<file path="src/hdl/i2c_slave_consts.vh">
`ifndef I2C_SLAVE_CONSTS_VH
`define I2C_SLAVE_CONSTS_VH

// Bits per byte on the wire, acknowledge excluded
`define BYTE_BITS 4'h8
`define BIT_CNT_ZERO 4'h0
`define BIT_CNT_STEP 4'h1

// Pointer ring that steps and wraps; everything else holds
`define PTR_RING_LO 8'h10
`define PTR_RING_HI 8'h13
`define PTR_STEP 8'h01
`define PTR_RESET 8'h00

`define BYTE_RESET 8'h00
`define ADDR_RESET 7'h00

// Select pin classes: bit 1 set means tied to a bus line, bit 0 set means supply or data line
`define STRAP_GND 2'h0
`define STRAP_VPLUS 2'h1
`define STRAP_SCL 2'h2
`define STRAP_SDA 2'h3

// Samples start as all ones: classes other than ground read as supply until a frame is seen; idle samples show ground at once
`define STRAP_SMP_RESET 3'h7

// Synchroniser lanes: scl, sda, three select pins
`define SYNC_W 5
`define SYNC_RESET 5'h1f
`define LANE_SCL 4
`define LANE_SDA 3

`endif

</file>
<file path="src/hdl/bit_sync.v">
`timescale 1ns/1ps
`include "i2c_slave_consts.vh"

module bit_sync (
	input wire mclk_i,
	input wire rst_n_i,
	input wire [`SYNC_W-1:0] d_i,
	output reg [`SYNC_W-1:0] q_o
);

	reg [`SYNC_W-1:0] meta_reg;

	// Lines idle high, so reset to ones to avoid a false start at release
	always @(posedge mclk_i or negedge rst_n_i) begin
		if (!rst_n_i) begin
			meta_reg <= `SYNC_RESET;
			q_o <= `SYNC_RESET;
		end else begin
			meta_reg <= d_i;
			q_o <= meta_reg;
		end
	end

endmodule // bit_sync

</file>
<file path="src/hdl/i2c_strap_slave.v">
`timescale 1ns/1ps
`include "i2c_slave_consts.vh"

// Operation
// - Both lines are released high by everyone while no transfer runs.
// - Falling data while clock high is START; device begins a transaction.
// - Rising data while clock high is STOP; bus becomes free.
// - One bit per clock pulse; data steady while clock is high.
// - Ninth clock per byte carries acknowledge, receiver holds data low.
// - Device acknowledges every byte it receives in a frame addressed to it.
// - First byte is seven address bits plus direction, low means write.
// - Each select pin is classed ground, supply, data line or clock line.
// - Select pin combinations give 64 distinct addresses.
// - Address bits 6..4 come from select pins 2 and 1.
// - Bit 3 from pin 0 on bus line; bits 2..0 from supply or data.
// - Transaction: START, address, pointer byte, data bytes, STOP.
// - Write carries zero direction bit, then command byte first.
// - Stored command byte selects the register for the next data byte.
// - STOP right after command byte only keeps the pointer.
// - Bytes after command are data; first goes to selected register.
// - Pointer advances after each data byte before STOP.
// - Data line is input and open-drain output, only ever pulled low.
// - Pointer holds for single registers, cycles 0x10 to 0x13 and wraps.
// - Reads use the same pointer and advance by the same steps.
module i2c_strap_slave (
	input wire mclk_i,
	input wire nrst_i,
	input wire scl_i,
	input wire sda_i,
	output reg sda_o,
	output reg sda_oe_o,
	input wire addr_select_pin_0_i,
	input wire addr_select_pin_1_i,
	input wire addr_select_pin_2_i,
	output reg wr_en_o,
	output reg [7:0] wr_addr_o,
	output reg [7:0] wr_data_o,
	output reg [7:0] rd_addr_o,
	input wire [7:0] rd_data_i,
	output reg rd_done_o,
	output reg busy_o,
	output reg [6:0] dev_addr_o
);

	localparam ST_IDLE = 4'h0;
	localparam ST_ADDR = 4'h1;
	localparam ST_ACK = 4'h2;
	localparam ST_CMD = 4'h3;
	localparam ST_WDATA = 4'h4;
	localparam ST_RDATA = 4'h5;
	localparam ST_MACK = 4'h6;
	localparam ST_IGNORE = 4'h7;

	reg [1:0] rst_pipe_reg;
	wire rst_n;
	wire [`SYNC_W-1:0] lines_s;
	wire scl_s;
	wire sda_s;
	reg scl_prev_reg;
	reg sda_prev_reg;
	wire start_det;
	wire stop_det;
	wire scl_rise;
	wire scl_fall;
	wire [6:0] strap_addr;

	reg [3:0] state_reg;
	reg [3:0] state_next;
	reg [3:0] ack_next_reg;
	reg [3:0] bit_cnt_reg;
	reg [7:0] shift_reg;
	reg [7:0] ptr_reg;
	wire byte_done;
	wire addr_hit;
	wire wbyte_take;
	wire rbyte_take;

	// Step within the intensity ring, hold elsewhere
	function [7:0] next_ptr;
		input [7:0] p;
		begin
			if (p == `PTR_RING_HI)
				next_ptr = `PTR_RING_LO;
			else if ((p >= `PTR_RING_LO) && (p < `PTR_RING_HI))
				next_ptr = p + `PTR_STEP;
			else
				next_ptr = p;
		end
	endfunction

	// Address byte carries the target address above the direction bit
	function addr_match;
		input [7:0] b;
		input [6:0] a;
		begin
			addr_match = (b[7:1] == a);
		end
	endfunction

	// Open drain: a zero bit means pull, a one bit means let go
	function pull_for_bit;
		input b;
		begin
			pull_for_bit = ~b;
		end
	endfunction

	function [3:0] count_up;
		input [3:0] c;
		begin
			count_up = c + `BIT_CNT_STEP;
		end
	endfunction

	// Reset asserts at once, releases through two flops
	always @(posedge mclk_i or negedge nrst_i) begin
		if (!nrst_i)
			rst_pipe_reg <= 2'h0;
		else
			rst_pipe_reg <= {rst_pipe_reg[0], 1'b1};
	end
	assign rst_n = rst_pipe_reg[1];

	// Select pins pass the same two flops as the bus lines, so all
	// lanes stay aligned when the classifier compares them
	bit_sync u_sync (
		.mclk_i(mclk_i),
		.rst_n_i(rst_n),
		.d_i({scl_i, sda_i, addr_select_pin_2_i, addr_select_pin_1_i, addr_select_pin_0_i}),
		.q_o(lines_s)
	);

	assign scl_s = lines_s[`LANE_SCL];
	assign sda_s = lines_s[`LANE_SDA];

	always @(posedge mclk_i or negedge rst_n) begin
		if (!rst_n) begin
			scl_prev_reg <= 1'b1;
			sda_prev_reg <= 1'b1;
		end else begin
			scl_prev_reg <= scl_s;
			sda_prev_reg <= sda_s;
		end
	end

	assign start_det = scl_s && scl_prev_reg && sda_prev_reg && !sda_s;
	assign stop_det = scl_s && scl_prev_reg && !sda_prev_reg && sda_s;
	assign scl_rise = scl_s && !scl_prev_reg;
	assign scl_fall = !scl_s && scl_prev_reg;
	assign byte_done = (bit_cnt_reg == `BYTE_BITS);
	assign addr_hit = addr_match(shift_reg, strap_addr);
	// Strobes use the same gating as the state process so they cannot drift apart
	assign wbyte_take = !stop_det && !start_det && (state_reg == ST_WDATA) &&
		scl_fall && byte_done;
	// Read done and pointer step on every ninth rise, acknowledged or not
	assign rbyte_take = !stop_det && !start_det && (state_reg == ST_MACK) && scl_rise;

	// Classes settle from the idle, START and first-fall samples of each frame

	strap_classifier u_strap (
		.mclk_i(mclk_i),
		.rst_n_i(rst_n),
		.scl_i(scl_s),
		.sda_i(sda_s),
		.pins_i(lines_s[2:0]),
		.start_i(start_det),
		.scl_fall_i(scl_fall),
		.dev_addr_o(strap_addr)
	);

	always @* begin
		state_next = state_reg;
		if (stop_det) begin
			state_next = ST_IDLE;
		end else if (start_det) begin
			state_next = ST_ADDR;
		end else begin
			case (state_reg)
				ST_ADDR: begin
					if (scl_fall && byte_done) begin
						if (addr_hit)
							state_next = ST_ACK;
						else
							state_next = ST_IGNORE;
					end
				end
				ST_CMD, ST_WDATA: begin
					if (scl_fall && byte_done)
						state_next = ST_ACK;
				end
				ST_ACK: begin
					if (scl_fall)
						state_next = ack_next_reg;
				end
				ST_RDATA: begin
					if (scl_fall && byte_done)
						state_next = ST_MACK;
				end
				ST_MACK: begin
					if (scl_rise && sda_s)
						state_next = ST_IGNORE;
					else if (scl_fall)
						state_next = ST_RDATA;
				end
				ST_IDLE, ST_IGNORE: begin
					state_next = state_reg;
				end
				default: begin
					state_next = ST_IDLE;
				end
			endcase
		end
	end

	always @(posedge mclk_i or negedge rst_n) begin
		if (!rst_n) begin
			state_reg <= ST_IDLE;
			ack_next_reg <= ST_CMD;
			bit_cnt_reg <= `BIT_CNT_ZERO;
			shift_reg <= `BYTE_RESET;
			ptr_reg <= `PTR_RESET;
			sda_oe_o <= 1'b0;
		end else begin
			state_reg <= state_next;
			if (stop_det) begin
				sda_oe_o <= 1'b0;
				bit_cnt_reg <= `BIT_CNT_ZERO;
			end else if (start_det) begin
				// Repeated start also lands here; the pointer survives it
				sda_oe_o <= 1'b0;
				bit_cnt_reg <= `BIT_CNT_ZERO;
			end else begin
				case (state_reg)
					ST_ADDR, ST_CMD, ST_WDATA: begin
						if (scl_rise && !byte_done) begin
							shift_reg <= {shift_reg[6:0], sda_s};
							bit_cnt_reg <= count_up(bit_cnt_reg);
						end
						if (scl_fall && byte_done) begin
							if (state_reg == ST_ADDR) begin
								if (addr_hit) begin
									sda_oe_o <= 1'b1;
									ack_next_reg <= shift_reg[0] ? ST_RDATA : ST_CMD;
								end
							end else if (state_reg == ST_CMD) begin
								sda_oe_o <= 1'b1;
								ptr_reg <= shift_reg;
								ack_next_reg <= ST_WDATA;
							end else begin
								// Strobe, address and data are registered in the strobe process
								sda_oe_o <= 1'b1;
								ptr_reg <= next_ptr(ptr_reg);
								ack_next_reg <= ST_WDATA;
							end
						end
					end
					ST_ACK: begin
						// Held low through the ninth high phase; on its fall let go, or drive bit 7 of the read byte
						if (scl_fall) begin
							bit_cnt_reg <= `BIT_CNT_ZERO;
							if (ack_next_reg == ST_RDATA) begin
								shift_reg <= rd_data_i;
								sda_oe_o <= pull_for_bit(rd_data_i[7]);
							end else begin
								sda_oe_o <= 1'b0;
							end
						end
					end
					ST_RDATA: begin
						if (scl_rise && !byte_done)
							bit_cnt_reg <= count_up(bit_cnt_reg);
						if (scl_fall) begin
							if (byte_done) begin
								sda_oe_o <= 1'b0;
							end else begin
								// Change data only with clock low
								shift_reg <= {shift_reg[6:0], 1'b0};
								sda_oe_o <= pull_for_bit(shift_reg[6]);
							end
						end
					end
					ST_MACK: begin
						if (scl_rise) begin
							ptr_reg <= next_ptr(ptr_reg);
						end
						if (scl_fall) begin
							bit_cnt_reg <= `BIT_CNT_ZERO;
							shift_reg <= rd_data_i;
							sda_oe_o <= pull_for_bit(rd_data_i[7]);
						end
					end
					ST_IDLE, ST_IGNORE: begin
						sda_oe_o <= 1'b0;
					end
					default: begin
						sda_oe_o <= 1'b0;
					end
				endcase
			end
		end
	end

	// Only ever pulls low; the high level comes from the pullup
	always @(posedge mclk_i or negedge rst_n) begin
		if (!rst_n)
			sda_o <= 1'b0;
		else
			sda_o <= 1'b0;
	end

	// Strobes and status kept apart from the state process
	always @(posedge mclk_i or negedge rst_n) begin
		if (!rst_n) begin
			wr_en_o <= 1'b0;
			wr_addr_o <= `PTR_RESET;
			wr_data_o <= `BYTE_RESET;
			rd_done_o <= 1'b0;
		end else begin
			wr_en_o <= wbyte_take;
			rd_done_o <= rbyte_take;
			if (wbyte_take) begin
				wr_addr_o <= ptr_reg;
				wr_data_o <= shift_reg;
			end
		end
	end

	// Pointer copy lags the internal pointer by one cycle
	always @(posedge mclk_i or negedge rst_n) begin
		if (!rst_n) begin
			rd_addr_o <= `PTR_RESET;
			busy_o <= 1'b0;
			dev_addr_o <= `ADDR_RESET;
		end else begin
			rd_addr_o <= ptr_reg;
			busy_o <= (state_next != ST_IDLE);
			dev_addr_o <= strap_addr;
		end
	end

	// No clock output exists: the controller owns SCL and starts every frame

endmodule // i2c_strap_slave

</file>
<file path="src/hdl/strap_classifier.v">
`timescale 1ns/1ps
`include "i2c_slave_consts.vh"

module strap_classifier (
	input wire mclk_i,
	input wire rst_n_i,
	input wire scl_i,
	input wire sda_i,
	input wire [2:0] pins_i,
	input wire start_i,
	input wire scl_fall_i,
	output reg [6:0] dev_addr_o
);

	reg [2:0] idle_smp_reg;
	reg [2:0] start_smp_reg;
	reg [2:0] fall_smp_reg;
	reg armed_reg;
	wire [1:0] cls0;
	wire [1:0] cls1;
	wire [1:0] cls2;

	// Three bus states tell the four ties apart: idle (scl=1,sda=1),
	// start (scl=1,sda=0) and first scl fall after start (scl=0,sda=0)
	function [1:0] classify;
		input idle_v;
		input start_v;
		input fall_v;
		begin
			if (!idle_v)
				classify = `STRAP_GND;
			else if (!start_v)
				classify = `STRAP_SDA;
			else if (!fall_v)
				classify = `STRAP_SCL;
			else
				classify = `STRAP_VPLUS;
		end
	endfunction

	assign cls0 = classify(idle_smp_reg[0], start_smp_reg[0], fall_smp_reg[0]);
	assign cls1 = classify(idle_smp_reg[1], start_smp_reg[1], fall_smp_reg[1]);
	assign cls2 = classify(idle_smp_reg[2], start_smp_reg[2], fall_smp_reg[2]);

	always @(posedge mclk_i or negedge rst_n_i) begin
		if (!rst_n_i) begin
			idle_smp_reg <= `STRAP_SMP_RESET;
			start_smp_reg <= `STRAP_SMP_RESET;
			fall_smp_reg <= `STRAP_SMP_RESET;
			armed_reg <= 1'b0;
			dev_addr_o <= `ADDR_RESET;
		end else begin
			if (scl_i && sda_i)
				idle_smp_reg <= pins_i;
			if (start_i) begin
				start_smp_reg <= pins_i;
				armed_reg <= 1'b1;
			end else if (scl_fall_i && armed_reg) begin
				fall_smp_reg <= pins_i;
				armed_reg <= 1'b0;
			end
			dev_addr_o[6] <= cls2[1];
			dev_addr_o[5] <= ~cls1[1];
			dev_addr_o[4] <= cls1[1];
			dev_addr_o[3] <= cls0[1];
			dev_addr_o[2:0] <= {cls2[0], cls1[0], cls0[0]};
		end
	end

endmodule // strap_classifier

</file>
<file path="config.mk">
export PLATFORM = sky130hd
export DESIGN_NAME = i2c_strap_slave
export DESIGN_NICKNAME = d
export VERILOG_FILES = /design/src/hdl/bit_sync.v /design/src/hdl/i2c_strap_slave.v /design/src/hdl/strap_classifier.v
export VERILOG_INCLUDE_DIRS = /design/src /design/src/hdl
export SDC_FILE = /design/constraint.sdc
export NUM_CORES = 1
export LEC_CHECK = 0
export BUFFER_PORTS_ARGS = -buffer_cell sky130_fd_sc_hd__buf_2
export CORE_MARGIN = 5
export CORE_UTILIZATION = 54
export DETAILED_ROUTE_END_ITERATION = 7
export GPL_TIMING_DRIVEN = 1
export PLACE_DENSITY = 0.8
export REMOVE_ABC_BUFFERS = 1
export SLEW_MARGIN = 25
export SYNTH_ARGS = -nofsm -noshare
export SYNTH_HDL_FRONTEND = slang
export SYNTH_SLANG_ARGS = --single-unit
</file>
<file path="constraint.sdc">
create_clock -name mclk_i -period 6.1 [get_ports mclk_i]
set_clock_uncertainty 0.15 [all_clocks]
set_input_delay 0.305 -clock mclk_i [delete_from_list [all_inputs] [get_ports mclk_i]]
set_output_delay 0.305 -clock mclk_i [all_outputs]
set_load 0.02 [all_outputs]
</file>
==> impl_metrics.yaml <==
run_status:
  status: "completed"
clock_tree:
  cts_buffer_depth: 2
  clock_sinks: 93
  root_buffer: "clkbuf_8"
  cts_tree: "yes"
  cts_buffers: 9
  postCtsResizedCells: 0
  cts_setup_buffers: 0
  clk_pin_slew_ns: 0.09
  htree_levels: 3
  cts_hold_buf: 6
  insertion_delay_ns: 0.36
synthesis:
  synth_simple_gate_area_share_pct: 9.945
  synth_adder_area_share_pct: 1.550
  netlist.area_leader.share_pct: 45.21
  synth-compound-area-share_pct: 9.428
  synth_area_sq_um: 3875
  ys_ff_latch: 93
  synth_seq_area_share_pct: 60.80
  synth_top_family_by_area: "multiplexers"
  synth_xor_area_share_pct: 2.034
  synth_edf_count: 0
  avgSynthCellArea_sq_um: 13.23
  synth_area_leaders: "dfrtp_1 45%, dfstp_2 16%, mux2_2 13%, xor2_1 1.6%, inv_1 1.4%"
  async_reset_ff_share_pct: 100.0
  yosysWarnings: 0
  yosysUniqueCellTypes: 54
  yosysTopAreaCell: "dfrtp_1"
  syn_inst: 293
  ys.flop_type: "dfrtp_1"
  synth_mux_area_share_pct: 13.63
timing:
  hold_slack_ns: 0.09775
  fin_crit_sh_pct: 45.09
  rsz0062_at_grt: "no"
  worst_slew_pin_slew_ns: 0.8588
  slew_headroom_pct: 42.54
  fmax_mhz: 363.6
  hold_violations: 0
  min_period_ns: 2.750
  drv_slew: 0
  layout_setup_ws_ns: 3.350
  setup_viol: 0
  finalSetupTns_ns: 0
global_route:
  grt_max_degree: 58
  grt_pass1_wl_um: 12140
  grtUsageTotal_pct: 17.84
  grt.overflow.total: 0
  grt_pass1_vias: 2442
  antenna_found_initial: 0
die:
  fp-row-count: 30
  die_h_um: 94.71
  dieArea_sq_um: 8970
  pin_count: 51
  core_area_sq_um: 6907
  chipWidth_um: 94.71
  initial_core_util_pct: 56.11
run:
  cap_violations: 0
drt:
  wl_per_cell_um: 16.15
  drt-total-wl_um: 7346
  vias_per_cell: 5.316
  drtAntennaViolNets: 0
  drt_iter0_drc: 126
  firstDrtPassIters: 5
  route.detailed.drc: 0
  vias: 2419
layout:
  postLayoutCellArea_sq_um: 4494
  drive_gt1_share_pct: 41.23
  nets: 373
  mostFrequentLayoutCells: "69 x dfrtp_1, 49 x buf_2, 46 x mux2_2"
  postLayoutCoreUtil_pct: 65.07
  n_antenna_cell: 0
  area_growth_pct: 15.98
  layout_commonest_cell: "dfrtp_1"
worst_setup_path:
  crit_path_start: "scl_prev_reg"
  path_delay_family: "simple AND/OR/NAND/NOR gates"
  endpoint_kind: "flop"
  worst-setup-path-type: "reg -> reg"
  worstPathRequired_ns: 6.19
  cp.arrival_ns: 2.84
  cpMaxStageDelayCell: "nor2b_1"
  cpPeakStageDelay_ns: 0.60
  path_max_fanout: 11
  crit_buf_inv: 1
  path_cells: "nor2b_1 > nand2_1 > nor4_4 > buf_6 > mux2_2"
  cp-start-kind: "flop"
  r2r_start: "scl_prev_reg"
placement:
  place_ws_ns: 3.119
  dp_hpwl_um: 5206
  portBuffers: 49
  gp_congestion: 0.9147
  place_area_sq_um: 4243
min_path:
  hold_class: "in -> async"
pwr:
  p_per_area_nw_per_um2: 264.6
  ir_drop_mv: 0.1976
  p_leak_nw: 2.105
cells by family (layout without fill, tap and decap cells):
family | Yosys count | in the layout
DFF | 93 | 93
and+or+nand+nor | 69 | 69
muxes | 47 | 47
AOI/OAI and AO/OA | 46 | 46
buffers and inverters | 22 | 87
xor gates and xnor gates | 9 | 9
adders and majority gates | 5 | 5
other | 2 | 3
final cells by class:
cell class	count	area [sq um]
Fill cell	531	2412
Tap cell	96	120.1
Multi-Input combinational cell	179	1443
Sequential cell	93	2360
Clock inverter	6	47.55
Inverter	14	52.55
Clock buffer	10	127.6
Timing Repair Buffer	57	344.1
worst reg2reg max path: cells and delay by family (launching register included):
kind / cells / cell delay [ns]
mux: 1 / 0.34
flops: 1 / 0.57
simple gates: 3 / 1.35
buf+inv: 1 / 0.23
through the flow:
step / power, mW / std cells
final: 1.189 / 455
after global routing: 1.251 / 455
after CTS: 1.201 / 454
after detailed placement: 0.8315 / 432
after global placement: 0.8232 / 431
after floorplan: 0.7884 / 286
worst paths after layout:
kind / slack (ns) / depth (start not counted) / endpoint
hold / removal: 0.1 / 2 / rst_pipe_reg[1]
max in group asynchronous: 5.00 / 1 / ack_next_reg[0]
setup reg to reg: 3.35 / 5 / wr_addr_o[1]
hold reg to reg: 0.14 / 0 / bit_cnt_reg[0]
setup / recovery: 3.35 / 5 / wr_addr_o[1]
min in group mclk_i: 0.16 / 3 / shift_reg[5]
cells in the mapped netlist (all sizes together), types with 2 or more instances:
| cell | number |
|---|---|
| dfrtp | 70 |
| mux2 | 46 |
| dfstp | 23 |
| inv | 14 |
| nor2 | 14 |
| nand2 | 11 |
| nor2b | 8 |
| nor3 | 8 |
| nand2b | 7 |
| xor2 | 7 |
| a21boi | 6 |
| a21oi | 6 |
| buf | 5 |
| nand3 | 5 |
| ha | 4 |
| o22ai | 4 |
| a211oi | 3 |
| a22o | 3 |
| a31oi | 3 |
| clkbuf | 3 |
| nor4 | 3 |
| o21ai | 3 |
| a2111oi | 2 |
| a21o | 2 |
| a22oi | 2 |
| conb | 2 |
| nand3b | 2 |
| nand4b | 2 |
| o2bb2ai | 2 |
| o31ai | 2 |
| or2 | 2 |
| or4b | 2 |
| xnor2 | 2 |
where the power goes:
part	switching, mW	total, mW	internal [mW]
sequential	0.0379	0.714	0.676
clock	0.216	0.367	0.152
combinational	0.0581	0.107	0.0493
total	0.312	1.19	0.878
layer usage:
layer	share of wire [%]	routed length, um	vias up	GRT usage, %
met2	49	3592	62	28.01
met3	5.1	376	8	5.339
li1	-	-	1161	-
met1	45	3286	1188	24.26
met5	0	0	-	0
met4	1.2	91	0	4.808
No activity file was read; power rests on OpenSTA's default activity.
